$ cat src/include/mic_regs.vh
// Register offsets, field positions, reset values and codes of the interrupt controller
// Notes on behaviour
// - Eight request lines from pins, converter, timers
// - Per-line enable bit gates each line's servicing
// - Hardware sets flags; software write clears them
// - Edge select: rising, falling or both
// - Global enable set and cleared by commands
// - Flags set even while line disabled
// - Entry stores counter at stack pointer, adds two
// - Entry clears global enable automatically
// - Entry continues at fixed vector 0x010
// - Return reloads counter, stack pointer minus two
// - Return sets global enable again
// - Request register readable, shows pending sources
// - Push and pop save accumulator and flags
`ifndef MIC_REGS_VH
`define MIC_REGS_VH
`define MIC_OFF_REQ      8'h00
`define MIC_OFF_ENABLE   8'h04
`define MIC_OFF_EDGE     8'h08
`define MIC_OFF_CTRL     8'h0c
`define MIC_OFF_SP       8'h10
`define MIC_OFF_PC       8'h14
`define MIC_OFF_SAVED_AF 8'h18
`define MIC_OFF_STATUS   8'h1c
`define MIC_OFF_MASK     8'h20
`define MIC_OFF_CMD      8'h24
`define MIC_CTRL_GIE     0
`define MIC_CMD_ENGINT   0
`define MIC_CMD_DISGINT  1
`define MIC_CMD_RETI     2
`define MIC_CMD_PUSHAF   3
`define MIC_CMD_POPAF    4
`define MIC_EDGE_BOTH    2'b00
`define MIC_EDGE_RISE    2'b01
`define MIC_EDGE_FALL    2'b10
`define MIC_VECTOR       16'h0010
`define MIC_SP_STEP      8'h02
`define MIC_RST_BYTE     8'h00
`define MIC_RST_PC       16'h0000
`define MIC_EV_ENTRY     0
`define MIC_EV_RETURN    1
`define MIC_EV_PUSH      2
`define MIC_EV_POP       3
`endif

$ cat src/rtl/mic_intc.v
// Interrupt controller: request flags, enables, entry and return through a memory stack
//
// Decided for this implementation: the register addresses and register access over AXI4-Lite.
`timescale 1ns/1ns
`include "mic_regs.vh"
module mic_intc #(
    parameter NSRC = 8,
    parameter AW   = 8
) (
    input  wire        aclk,
    input  wire        aresetn,
    input  wire        port_a_pin_zero,
    input  wire        port_b_pin_five,
    input  wire        port_b_pin_zero,
    input  wire        port_a_pin_four,
    input  wire        adc_done,
    input  wire        sixteen_bit_timer,
    input  wire        analog_comparator,
    input  wire        pwm_generator_zero,
    input  wire        timer_two,
    input  wire        timer_three,
    input  wire        pin_pair_a_sel,
    input  wire        pin_pair_b_sel,
    input  wire [15:0] cpu_pc,
    input  wire        cpu_ready,
    input  wire [15:0] working_flags,
    output wire        cpu_irq_take,
    output reg  [15:0] cpu_pc_load,
    output reg         cpu_pc_load_valid,
    output reg  [15:0] working_restore,
    output reg         working_restore_valid,
    output wire        irq,
    input  wire [31:0] s_axi_awaddr,
    input  wire        s_axi_awvalid,
    output wire        s_axi_awready,
    input  wire [31:0] s_axi_wdata,
    input  wire [3:0]  s_axi_wstrb,
    input  wire        s_axi_wvalid,
    output wire        s_axi_wready,
    output reg  [1:0]  s_axi_bresp,
    output reg         s_axi_bvalid,
    input  wire        s_axi_bready,
    input  wire [31:0] s_axi_araddr,
    input  wire        s_axi_arvalid,
    output wire        s_axi_arready,
    output reg  [31:0] s_axi_rdata,
    output reg  [1:0]  s_axi_rresp,
    output reg         s_axi_rvalid,
    input  wire        s_axi_rready
);
    localparam ST_IDLE   = 3'd0;
    localparam ST_PUSH0  = 3'd1;
    localparam ST_PUSH1  = 3'd2;
    localparam ST_POP0   = 3'd3;
    localparam ST_POP1   = 3'd4;
    localparam ST_POP2   = 3'd5;

    // Edge detector selected by a two-bit mode
    function edge_hit;
        input [1:0] mode;
        input       prev;
        input       cur;
        begin
            case (mode)
                `MIC_EDGE_RISE: edge_hit = !prev && cur;
                `MIC_EDGE_FALL: edge_hit = prev && !cur;
                default:        edge_hit = prev ^ cur;
            endcase
        end
    endfunction

    reg  [NSRC-1:0] req_r;
    reg  [NSRC-1:0] enable_r;
    reg  [15:0]     edge_r;
    reg             gie_r;
    reg  [7:0]      sp_r;
    reg  [3:0]      status_r;
    reg  [3:0]      mask_r;
    reg  [NSRC-1:0] src_prev_r;
    reg  [2:0]      state_r;
    reg  [15:0]     hold_r;
    reg             pop_af_r;
    reg  [31:0]     awaddr_r;
    reg  [31:0]     wdata_r;
    reg  [3:0]      wstrb_r;
    reg             aw_have_r;
    reg             w_have_r;
    reg  [NSRC-1:0] src_now;
    reg  [NSRC-1:0] src_hit;
    reg  [3:0]      ev_set;
    reg             ram_we;
    reg  [AW-1:0]   ram_waddr;
    reg  [7:0]      ram_wdata;
    reg  [AW-1:0]   ram_raddr;
    wire [7:0]      ram_rdata;
    integer         i;

    wire wr_go  = aw_have_r && w_have_r && !s_axi_bvalid;
    wire [7:0] wr_a = awaddr_r[7:0];
    wire cmd_wr = wr_go && (wr_a == `MIC_OFF_CMD) && wstrb_r[0];
    wire cmd_engint  = cmd_wr && wdata_r[`MIC_CMD_ENGINT];
    wire cmd_disgint = cmd_wr && wdata_r[`MIC_CMD_DISGINT];
    wire cmd_reti    = cmd_wr && wdata_r[`MIC_CMD_RETI];
    wire cmd_push    = cmd_wr && wdata_r[`MIC_CMD_PUSHAF];
    wire cmd_pop     = cmd_wr && wdata_r[`MIC_CMD_POPAF];
    wire idle        = (state_r == ST_IDLE);
    wire pending     = |(req_r & enable_r);

    assign cpu_irq_take  = idle && gie_r && pending && cpu_ready && !cmd_wr;
    // One write in flight: no new address or data while a response waits
    assign s_axi_awready = !aw_have_r && !s_axi_bvalid;
    assign s_axi_wready  = !w_have_r && !s_axi_bvalid;
    assign s_axi_arready = !s_axi_rvalid;
    assign irq           = |(status_r & mask_r);

    always @* begin
        // Pin pairs share a line; a select picks which pin drives it
        src_now = {timer_three, timer_two, pwm_generator_zero, analog_comparator,
                   sixteen_bit_timer, adc_done,
                   pin_pair_b_sel ? port_a_pin_four : port_b_pin_zero,
                   pin_pair_a_sel ? port_b_pin_five : port_a_pin_zero};
        for (i = 0; i < NSRC; i = i + 1) begin
            src_hit[i] = edge_hit(edge_r[2*i+:2], src_prev_r[i], src_now[i]);
        end
    end

    always @* begin
        ram_we    = 1'b0;
        ram_waddr = sp_r[AW-1:0];
        ram_wdata = 8'h00;
        ram_raddr = sp_r[AW-1:0];
        ev_set    = 4'h0;
        case (state_r)
            ST_PUSH0: begin
                ram_we    = 1'b1;
                ram_wdata = hold_r[7:0];
            end
            ST_PUSH1: begin
                ram_we    = 1'b1;
                ram_waddr = sp_r[AW-1:0] + 1'b1;
                ram_wdata = hold_r[15:8];
            end
            ST_POP0: begin
                ram_raddr = sp_r[AW-1:0] - 8'd2;
            end
            ST_POP1: begin
                ram_raddr = sp_r[AW-1:0] - 8'd1;
            end
            default: begin
                ram_raddr = sp_r[AW-1:0];
            end
        endcase
        if (cpu_irq_take) begin
            ev_set[`MIC_EV_ENTRY] = 1'b1;
        end
        if (idle && cmd_reti) begin
            ev_set[`MIC_EV_RETURN] = 1'b1;
        end
        if (idle && cmd_push) begin
            ev_set[`MIC_EV_PUSH] = 1'b1;
        end
        if (idle && cmd_pop) begin
            ev_set[`MIC_EV_POP] = 1'b1;
        end
    end

    mic_stack_ram #(
        .AW    (AW)
    ) u_stack (
        .aclk  (aclk),
        .we    (ram_we),
        .waddr (ram_waddr),
        .wdata (ram_wdata),
        .raddr (ram_raddr),
        .rdata (ram_rdata)
    );

    // Set wins over a clear that lands in the same cycle
    always @(posedge aclk) begin
        if (!aresetn) begin
            req_r      <= {NSRC{1'b0}};
            src_prev_r <= {NSRC{1'b0}};
            status_r   <= 4'h0;
        end else begin
            src_prev_r <= src_now;
            // Entry does not touch the flags; only software clears them
            if (wr_go && wr_a == `MIC_OFF_REQ && wstrb_r[0]) begin
                req_r <= (req_r & wdata_r[NSRC-1:0]) | src_hit;
            end else begin
                req_r <= req_r | src_hit;
            end
            if (wr_go && wr_a == `MIC_OFF_STATUS && wstrb_r[0]) begin
                status_r <= (status_r & ~wdata_r[3:0]) | ev_set;
            end else begin
                status_r <= status_r | ev_set;
            end
        end
    end

    always @(posedge aclk) begin
        if (!aresetn) begin
            state_r               <= ST_IDLE;
            gie_r                 <= 1'b0;
            sp_r                  <= `MIC_RST_BYTE;
            hold_r                <= `MIC_RST_PC;
            pop_af_r              <= 1'b0;
            cpu_pc_load           <= `MIC_RST_PC;
            cpu_pc_load_valid     <= 1'b0;
            working_restore       <= 16'h0000;
            working_restore_valid <= 1'b0;
        end else begin
            cpu_pc_load_valid     <= 1'b0;
            working_restore_valid <= 1'b0;
            case (state_r)
                ST_IDLE: begin
                    if (cpu_irq_take) begin
                        hold_r  <= cpu_pc;
                        gie_r   <= 1'b0;
                        state_r <= ST_PUSH0;
                    end else if (cmd_reti || cmd_pop) begin
                        pop_af_r <= cmd_pop && !cmd_reti;
                        state_r  <= ST_POP0;
                    end else if (cmd_push) begin
                        hold_r  <= working_flags;
                        state_r <= ST_PUSH0;
                        pop_af_r <= 1'b1;
                    end else begin
                        if (cmd_engint) begin
                            gie_r <= 1'b1;
                        end else if (cmd_disgint) begin
                            gie_r <= 1'b0;
                        end
                        if (wr_go && wr_a == `MIC_OFF_CTRL && wstrb_r[0]) begin
                            gie_r <= wdata_r[`MIC_CTRL_GIE];
                        end
                        // Odd values are accepted; software keeps bit 0 clear
                        if (wr_go && wr_a == `MIC_OFF_SP && wstrb_r[0]) begin
                            sp_r <= wdata_r[7:0];
                        end
                    end
                end
                ST_PUSH0: begin
                    state_r <= ST_PUSH1;
                end
                ST_PUSH1: begin
                    sp_r    <= sp_r + `MIC_SP_STEP;
                    state_r <= ST_IDLE;
                    if (!pop_af_r) begin
                        cpu_pc_load       <= `MIC_VECTOR;
                        cpu_pc_load_valid <= 1'b1;
                    end
                    pop_af_r <= 1'b0;
                end
                ST_POP0: begin
                    state_r <= ST_POP1;
                end
                ST_POP1: begin
                    hold_r[7:0] <= ram_rdata;
                    state_r     <= ST_POP2;
                end
                default: begin
                    sp_r    <= sp_r - `MIC_SP_STEP;
                    state_r <= ST_IDLE;
                    if (pop_af_r) begin
                        working_restore       <= {ram_rdata, hold_r[7:0]};
                        working_restore_valid <= 1'b1;
                    end else begin
                        cpu_pc_load       <= {ram_rdata, hold_r[7:0]};
                        cpu_pc_load_valid <= 1'b1;
                        gie_r             <= 1'b1;
                    end
                    pop_af_r <= 1'b0;
                end
            endcase
        end
    end

    // Register bus slave; stack commands are dropped unless idle
    always @(posedge aclk) begin
        if (!aresetn) begin
            enable_r     <= {NSRC{1'b0}};
            edge_r       <= 16'h0000;
            mask_r       <= 4'h0;
            awaddr_r     <= 32'h0000_0000;
            wdata_r      <= 32'h0000_0000;
            wstrb_r      <= 4'h0;
            aw_have_r    <= 1'b0;
            w_have_r     <= 1'b0;
            s_axi_bvalid <= 1'b0;
            s_axi_bresp  <= 2'b00;
        end else begin
            if (s_axi_awvalid && !aw_have_r) begin
                awaddr_r  <= s_axi_awaddr;
                aw_have_r <= 1'b1;
            end
            if (s_axi_wvalid && !w_have_r) begin
                wdata_r  <= s_axi_wdata;
                wstrb_r  <= s_axi_wstrb;
                w_have_r <= 1'b1;
            end
            if (wr_go) begin
                aw_have_r    <= 1'b0;
                w_have_r     <= 1'b0;
                s_axi_bvalid <= 1'b1;
                s_axi_bresp  <= 2'b00;
                if (wr_a == `MIC_OFF_ENABLE) begin
                    if (wstrb_r[0]) enable_r <= wdata_r[NSRC-1:0];
                end else if (wr_a == `MIC_OFF_EDGE) begin
                    if (wstrb_r[0]) edge_r[7:0] <= wdata_r[7:0];
                    if (wstrb_r[1]) edge_r[15:8] <= wdata_r[15:8];
                end else if (wr_a == `MIC_OFF_MASK) begin
                    if (wstrb_r[0]) mask_r <= wdata_r[3:0];
                end else if (wr_a == `MIC_OFF_REQ || wr_a == `MIC_OFF_CTRL || wr_a == `MIC_OFF_SP ||
                             wr_a == `MIC_OFF_STATUS || wr_a == `MIC_OFF_CMD) begin
                    s_axi_bresp <= 2'b00;
                end else begin
                    s_axi_bresp <= 2'b10;
                end
                if (awaddr_r[31:8] != 24'h0) begin
                    s_axi_bresp <= 2'b10;
                end
            end else if (s_axi_bvalid && s_axi_bready) begin
                s_axi_bvalid <= 1'b0;
            end
        end
    end

    always @(posedge aclk) begin
        if (!aresetn) begin
            s_axi_rvalid <= 1'b0;
            s_axi_rdata  <= 32'h0000_0000;
            s_axi_rresp  <= 2'b00;
        end else if (s_axi_arvalid && !s_axi_rvalid) begin
            s_axi_rvalid <= 1'b1;
            s_axi_rresp  <= 2'b00;
            s_axi_rdata  <= 32'h0000_0000;
            if (s_axi_araddr[31:8] != 24'h0) begin
                s_axi_rresp <= 2'b10;
            end else if (s_axi_araddr[7:0] == `MIC_OFF_REQ) begin
                s_axi_rdata[NSRC-1:0] <= req_r;
            end else if (s_axi_araddr[7:0] == `MIC_OFF_ENABLE) begin
                s_axi_rdata[NSRC-1:0] <= enable_r;
            end else if (s_axi_araddr[7:0] == `MIC_OFF_EDGE) begin
                s_axi_rdata[15:0] <= edge_r;
            end else if (s_axi_araddr[7:0] == `MIC_OFF_CTRL) begin
                s_axi_rdata[`MIC_CTRL_GIE] <= gie_r;
            end else if (s_axi_araddr[7:0] == `MIC_OFF_SP) begin
                s_axi_rdata[7:0] <= sp_r;
            end else if (s_axi_araddr[7:0] == `MIC_OFF_PC) begin
                s_axi_rdata[15:0] <= cpu_pc_load;
            end else if (s_axi_araddr[7:0] == `MIC_OFF_SAVED_AF) begin
                s_axi_rdata[15:0] <= working_restore;
            end else if (s_axi_araddr[7:0] == `MIC_OFF_STATUS) begin
                s_axi_rdata[3:0] <= status_r;
            end else if (s_axi_araddr[7:0] == `MIC_OFF_MASK) begin
                s_axi_rdata[3:0] <= mask_r;
            end else if (s_axi_araddr[7:0] == `MIC_OFF_CMD) begin
                s_axi_rdata[2:0] <= state_r;
            end else begin
                s_axi_rresp <= 2'b10;
            end
        end else if (s_axi_rvalid && s_axi_rready) begin
            s_axi_rvalid <= 1'b0;
        end
    end
endmodule // mic_intc

$ cat src/rtl/mic_stack_ram.v
// Byte-wide stack memory with registered read data
`timescale 1ns/1ns
module mic_stack_ram #(
    parameter AW = 8
) (
    input  wire          aclk,
    input  wire          we,
    input  wire [AW-1:0] waddr,
    input  wire [7:0]    wdata,
    input  wire [AW-1:0] raddr,
    output reg  [7:0]    rdata
);
    reg [7:0] mem [0:(1<<AW)-1];

    always @(posedge aclk) begin
        if (we) begin
            mem[waddr] <= wdata;
        end
        rdata <= mem[raddr];
    end
endmodule // mic_stack_ram

$ cat config.mk
export PLATFORM = sky130hd
export DESIGN_NAME = mic_intc
export DESIGN_NICKNAME = d
export VERILOG_FILES = /design/src/rtl/mic_intc.v /design/src/rtl/mic_stack_ram.v
export VERILOG_INCLUDE_DIRS = /design/src /design/src/include
export SDC_FILE = /design/constraint.sdc
export NUM_CORES = 2
export LEC_CHECK = 0
export CELL_PAD_IN_SITES_DETAIL_PLACEMENT = 1
export CELL_PAD_IN_SITES_GLOBAL_PLACEMENT = 1
export CORE_AREA = 2 2 598 422
export DETAILED_ROUTE_END_ITERATION = 16
export DIE_AREA = 0 0 600 424
export DONT_BUFFER_PORTS = 1
export GPL_ROUTABILITY_DRIVEN = 0
export GPL_TIMING_DRIVEN = 0
export PLACE_DENSITY_LB_ADDON = 0.1
export SLEW_MARGIN = 20
export SYNTH_ARGS = -nofsm -noshare
export SYNTH_HDL_FRONTEND = slang
export SYNTH_SLANG_ARGS = --single-unit
$ cat constraint.sdc
create_clock -name aclk -period 10.75 [get_ports aclk]
set_input_delay 1.6125 -clock aclk [delete_from_list [all_inputs] [get_ports aclk]]
set_output_delay 1.6125 -clock aclk [all_outputs]
set_load 0.01 [all_outputs]
==> Word-level counts from Yosys, hierarchy flattened <==
Memory sizes are Yosys's and may differ from the RTL's. A register that Yosys moved wholly into a read port is not among the register bits.
Cells that the tools add are included.
{ "totals": {"word_cells": 299, "mem_count": 1, "ramBits": 2048, "out_inout_bits": 77, "in_bits": 152, "regBits": 185} }
{ "op_classes": {"n_eq_ne": 48, "bitwise": 25, "addsub": 4, "mux": 89, "reduce_logical": 105} }
{ "mem_list": {"columns": ["memory", "words", "width", "read_ports", "rd_clocked_by_memory_dff", "wr", "line_no", "text"], "rows": [
  ["u_stack.mem", 256, 8, 1, 1, 1, "mic_stack_ram.v:13", "reg [7:0] mem [0:(1<<AW)-1];"]
]} }
{ "ops": {"columns": ["operator", "n"], "rows": [
  ["16-bit two-way mux", 8],
  ["8-bit two-way mux", 12],
  ["8-bit by 5-bit equality test with 1-bit output (second input constant)", 6],
  ["1-bit logical AND", 48],
  ["8-bit case mux with 2 select lines", 3],
  ["24-bit nonzero test", 2],
  ["8-bit by 4-bit equality test with 1-bit output (second input constant)", 4],
  ["8-bit by 6-bit equality test with 1-bit output (second input constant)", 4],
  ["2-bit two-way mux", 16],
  ["16-bit case mux with 2 select lines", 1],
  ["1-bit two-way mux", 27],
  ["8-bit case mux with 3 select lines", 1],
  ["1-bit logical NOT", 22],
  ["1-bit case mux with 2 select lines", 10],
  ["8-bit AND", 2],
  ["2-bit by 1-bit equality test with 1-bit output (second input constant)", 8],
  ["2-bit equality test (second input constant)", 8],
  ["8-bit by 3-bit equality test with 1-bit output (second input constant)", 2],
  ["8-bit logical NOT", 2],
  ["8-bit OR", 2],
  ["15-bit two-way mux", 1],
  ["3-bit two-way mux", 5],
  ["5-bit AND reduction", 3],
  ["12-bit two-way mux", 1],
  ["32 further kinds", 73]
]} }

==> Logic depth before layout (Yosys ltp) <==
{ "depth": {"ltp_word": 12, "ltp_mapped": 17, "mapped_depth_nobuf": 11} }

==> Modules after synthesis <==
A second synthesis with hierarchy kept.
{ "unflattened": {"cells_unflattened": 4881, "area_unflattened_um2": 88642.5} }
{ "by_module_without_submodules": {"columns": ["mod", "cells_per_inst", "seq_area_each_um2", "instances", "area_per_inst_um2"], "rows": [
  ["mic_stack_ram", 3733, 61659.1, 1, 79556.3],
  ["mic_intc", 1148, 3663.5, 1, 9086.2]
]} }

==> Worst setup path after synthesis <==
OpenSTA, ideal clock, no wires.
{ "synth_timing": {"path_type": "flip-flop to flip-flop", "startpoint": "reg state_r[1]", "endpoint": "mem u_stack.mem[0][0], data pin", "path_stages_with_launch": 8, "arrival_ps": 7464, "setup_ps": 1391, "required_time_ps": 9359, "slack_ps": 1895, "n_path_buf": 3, "period_less_slack_ps": 8855, "path_cell_list": "dfxtp_1 > buf_2 > buf_2 > buf_1 > inv_1 > nor2_1 > a22oi_1 > nor2_1"} }
{ "synth_between": {"elab_chain_cells": 2, "elab_cells_between_ends": 3, "classes_between": "eq/ne (2); mux (1)"} }
{ "synth_rtl": {"columns": ["element", "line_no", "text"], "rows": [
  ["from (decl)", "mic_intc.v:80", "reg [2:0] state_r;"],
  ["from (signal assigned)", "mic_intc.v:202", "state_r <= ST_IDLE;"],
  ["from (signal assigned)", "mic_intc.v:219", "state_r <= ST_PUSH0;"],
  ["from (signal assigned)", "mic_intc.v:222", "state_r <= ST_POP0;"],
  ["3-bit by 2-bit equality test with 1-bit output or 3-bit by 1-bit equality test with 1-bit output (tied branches)", "mic_intc.v:133", "case (state_r)"],
  ["8-bit case mux with 2 select lines *", "mic_intc.v:133", null],
  ["net ram_wdata[0]", "mic_intc.v:93", "reg [7:0] ram_wdata;"],
  ["to (decl)", "mic_stack_ram.v:13", null]
]} }
Mark *: on every way through the listed nets, which the timed path passes. The rest lies on a longest branch.

==> Worst setup path in the final report <==
{ "layout_timing": {"startpoint": "reg sp_r[1]", "endpoint": "reg u_stack.rdata[6], read port of u_stack.mem"} }
{ "layout_between": {"elab_chain_cells": 2, "elab_cells_between_ends": 3, "classes_between": "add/sub (2); mux (1)"} }
{ "layout_rtl": {"columns": ["element", "line_no", "text"], "rows": [
  ["from (decl)", "mic_intc.v:76", "reg [7:0] sp_r;"],
  ["from (signal assigned)", "mic_intc.v:204", "sp_r <= `MIC_RST_BYTE;"],
  ["from (signal assigned)", "mic_intc.v:238", "sp_r <= wdata_r[7:0];"],
  ["from (signal assigned)", "mic_intc.v:246", "sp_r <= sp_r + `MIC_SP_STEP;"],
  ["8-bit by 1-bit subtractor with 8-bit output or 8-bit by 2-bit subtractor with 8-bit output (tied branches)", "mic_intc.v:147, mic_intc.v:144", null],
  ["8-bit case mux with 2 select lines *", "mic_intc.v:133", null],
  ["to (decl)", "mic_stack_ram.v:11", "output reg [7:0] rdata"]
]} }
Every way passes the cells marked *; elsewhere a longest branch is shown, timed or not.
A chain may end at the register's enable or synchronous reset.

==> out/metrics.yaml <==
synthesis:
  synth_top_family_by_area: "multiplexers"
  synthAdderAreaFrac_pct: 0.520
  synth-xor-area-share_pct: 0.197
  synth_compound_area_share_pct: 5.30
  avgSynthCellArea_um2: 17.5
  syn_area_mm2: 0.0891
  yosys-top-cells-area: "edfxtp_1 (69%), mux4_2 (12%), dfxtp_1 (4.3%), nand2_1 (2.0%), nor2_1 (1.6%)"
  synth.top_cell.area_share_pct: 69.0
  synth_top_area_cell: "edfxtp_1"
  ys_warn_count: 0
  postSynthCellCount: 5087
  synth.distinct_cells: 89
  synth_edf_count: 2048
  synthMuxAreaShare_pct: 12.7
  ys_ff_latch: 2239
  yosys.area_share.simple_pct: 6.03
  ys.flop_type: "edfxtp_1"
  synthArstFlopShare_pct: 0
  ys_seq_area_share_pct: 73.3
clock_tree:
  insertion_delay_ns: 0.93
  post_cts_resized: 0
  htree_levels: 4
  cts_setup_buffers: 0
  cts_buffers: 226
  cts.path.max_buffers: 4
  clk_pin_slew_ns: 0.06
  cts_hold_buf: 0
  cts_tree: "yes"
  cts.sinks: 2239
  cts_root_buf: "clkbuf_16"
power:
  power.share.combinational_pct: 0.6
  max-vdd-ir-drop_mv: 0.130
  power.share.clock_pct: 45.0
  powerDensity_mw_per_mm2: 168
  p_leak_nw: 27.9
  power.internal_mw: 13.7
  p_sw_mw: 3.56
  pwr-share-seq_pct: 54.4
  netSwitchingFraction_pct: 20.6
global_routing:
  grt_max_degree: 37
  grt_overflow: 0
  grtUsageTotal_pct: 25.3
  grt_pass1_vias: 51307
  antenna_found_initial: 37
  grt_pass1_wl_um: 439000
setup_path:
  critPathLaunchType: "register"
  endpoint_kind: "register"
  r2r_end: "u_stack.rdata[6]"
  crit_required_ns: 11.41
  endpoint: "u_stack.rdata[6]"
  crit_type: "register to register"
  reg2reg_depth: 15
  reg2reg_setup_slack_ns: 2.96
  worstPathArrival_ns: 8.44
  crit_start: "sp_r[1]"
  r2r_start: "sp_r[1]"
  cp_max_fo: 10
run_status:
  status: "complete, no violations"
worst_hold_path:
  holdCritPathClass: "register to register"
sta:
  finalSetupTns_ns: 0
  fin_ws_ns: 2.96
  worst_slew_pin_slew_ns: 1.30
  hold_viol: 0
  max_freq_mhz: 128
  rsz0062_at_grt: "no"
  fin_crit_ns: 7.79
  setup-violations-final: 0
  relSlewSlack_pct: 12.3
  finalCritPeriodShare_pct: 72.4
  fin_skew_ns: 0.0786
  holdWs_ns: 0.469
  drv_slew: 0
final_layout:
  fin_nets: 5622
  seqCellArea_mm2: 0.0653
  multiInputGateArea_mm2: 0.0222
  fillerInstances: 24130
  syn_to_final_growth_pct: 15.4
  drive_above_1_share_pct: 19.7
  final_cells: 8966
detailed_routing:
  routed_via_density: 5.76
  wl_um: 322000
  firstDrtPassIters: 8
  route.vias.total: 51625
  wl_per_cell_um: 35.9
  initialDrtViolationCount: 6751
  final_antenna_net_count: 0
  remaining_drc_errors: 0
placed_design:
  numPortBuffers: 0
  hpwl_um: 232000
  place_ws_ns: 3.37
  dp.cells: 8558
die:
  design.die.area_mm2: 0.254
  die_w_um: 600
  ios: 229
  start_util_pct: 35.7
  rows: 154
  core_mm2: 0.250
  die_y_um: 424
flow_run:
  cap_viol_max_count: 0
==> power groups by stage <==
stage               clock, mW  sequential, mW  combinational (mW)
finish                   7.77            9.39               0.106
global route             8.20            9.38               0.119
CTS                      7.89            9.39               0.107
detailed placement          0            9.58               0.107
global placement            0            9.57               0.104
floorplan                   0            9.57              0.0707
==> cells by family after synthesis <==
group / after synthesis
flip-flops: 2239
AND/OR/NAND/NOR: 1216
AO/OA/AOI/OAI: 646
multiplexers: 552
buffers and inverters: 379
adder cells (fa/ha/maj): 37
XOR/XNOR: 17
other: 1
==> sequential cells by signal (all words and copies together) (netlist names), 2 cells and up <==
name and flops:
u_stack.mem 2048, awaddr_r 32, cpu_pc_load 16, edge_r 16, hold_r 16, s_axi_rdata 16, wdata_r 16, working_restore 16
enable_r 8, req_r 8, sp_r 8, src_prev_r 8, u_stack.rdata 8, mask_r 4, status_r 4, state_r 3
wstrb_r 2
==> critical path, stage by stage, from the launching register on <==
cell and delay (ns):
dfxtp_1 0.38, buf_2 0.24, clkbuf_1 0.49, inv_1 0.30, ha_1 0.42, and3b_1 0.19, o21ai_0 0.23, o211a_1 0.29
buf_4 0.41, buf_2 0.54, buf_2 0.50, buf_2 0.61, a2111oi_0 0.15, o41ai_1 1.16, o221ai_1 0.50, nor4_2 1.05
==> metrics by stage <==
stage,area [um^2],power [mW],utilization (%)
after floorplan,89200,9.64,-
after global placement,93400,9.68,37.4
after detailed placement,95700,9.68,38.4
after CTS,103000,17.4,41.2
after global routing,103000,17.7,41.2
final,103000,17.3,41.2
==> area by class of cell <==
type | instances | share of cell area [%]
multi-input cells | 2486 | 21.6
repair buffers | 101 | 2.18
clock inverters | 131 | 1.08
diodes | 3 | 0.00730
well taps | 3354 | 4.08
flip-flops and latches | 2239 | 63.6
plain buffers | 330 | 1.57
inverters | 49 | 0.179
clock buffers | 273 | 5.74
==> synthesized netlist by cell type, types with 26 or more instances <==
library cell / instances
edfxtp_1: 2048
o211ai_1: 36
a21boi_0: 92
a21oi_1: 41
nand3_1: 107
nand2_1: 477
o21ai_0: 92
nor2b_1: 48
buf_2: 100
mux4_2: 459
ha_1: 37
nor4_1: 29
o22ai_1: 71
nor2_1: 368
buf_4: 38
a31oi_1: 66
clkbuf_1: 166
nor3_1: 80
a22oi_1: 26
mux2i_1: 89
dfxtp_1: 191
and2_1: 26
inv_1: 47
==> worst min path at each step <==
| stage | start | end | slack [ns] | cells past startpoint |
|---|---|---|---|---|
| 2_1_floorplan | wdata_r[10] | wdata_r[10] | 0.44 | 2 |
| 3_3_place_gp | awaddr_r[25] | awaddr_r[25] | 0.45 | 2 |
| 3_5_place_dp | awaddr_r[21] | awaddr_r[21] | 0.46 | 2 |
| 4_1_cts | awaddr_r[30] | awaddr_r[30] | 0.47 | 2 |
| 5_1_grt | wdata_r[9] | wdata_r[9] | 0.49 | 2 |
| 6_report | awaddr_r[19] | awaddr_r[19] | 0.47 | 2 |
==> layout by cell type, fill, tap and decap left out, types with 66 or more instances in the layout <==
master and instances:
a21boi_0 92, clkbuf_16 229, o22ai_1 71, nor2_1 354
o21ai_0 92, dfxtp_1 191, a31oi_1 66, nand2_1 477
nand3_1 107, buf_2 102, edfxtp_1 2048, nor3_1 80
clkbuf_1 182, mux2i_1 89, mux4_2 459
==> per-layer routing <==
layer | routed length, um | track usage, % | share of wire [%]
met3 | 33300 | 7.34 | 10
met5 | 321 | 0 | 0.10
met2 | 129000 | 33.9 | 40
met4 | 8760 | 6.42 | 2.7
met1 | 151000 | 39.4 | 47
No activity file was read; power rests on OpenSTA's default activity.
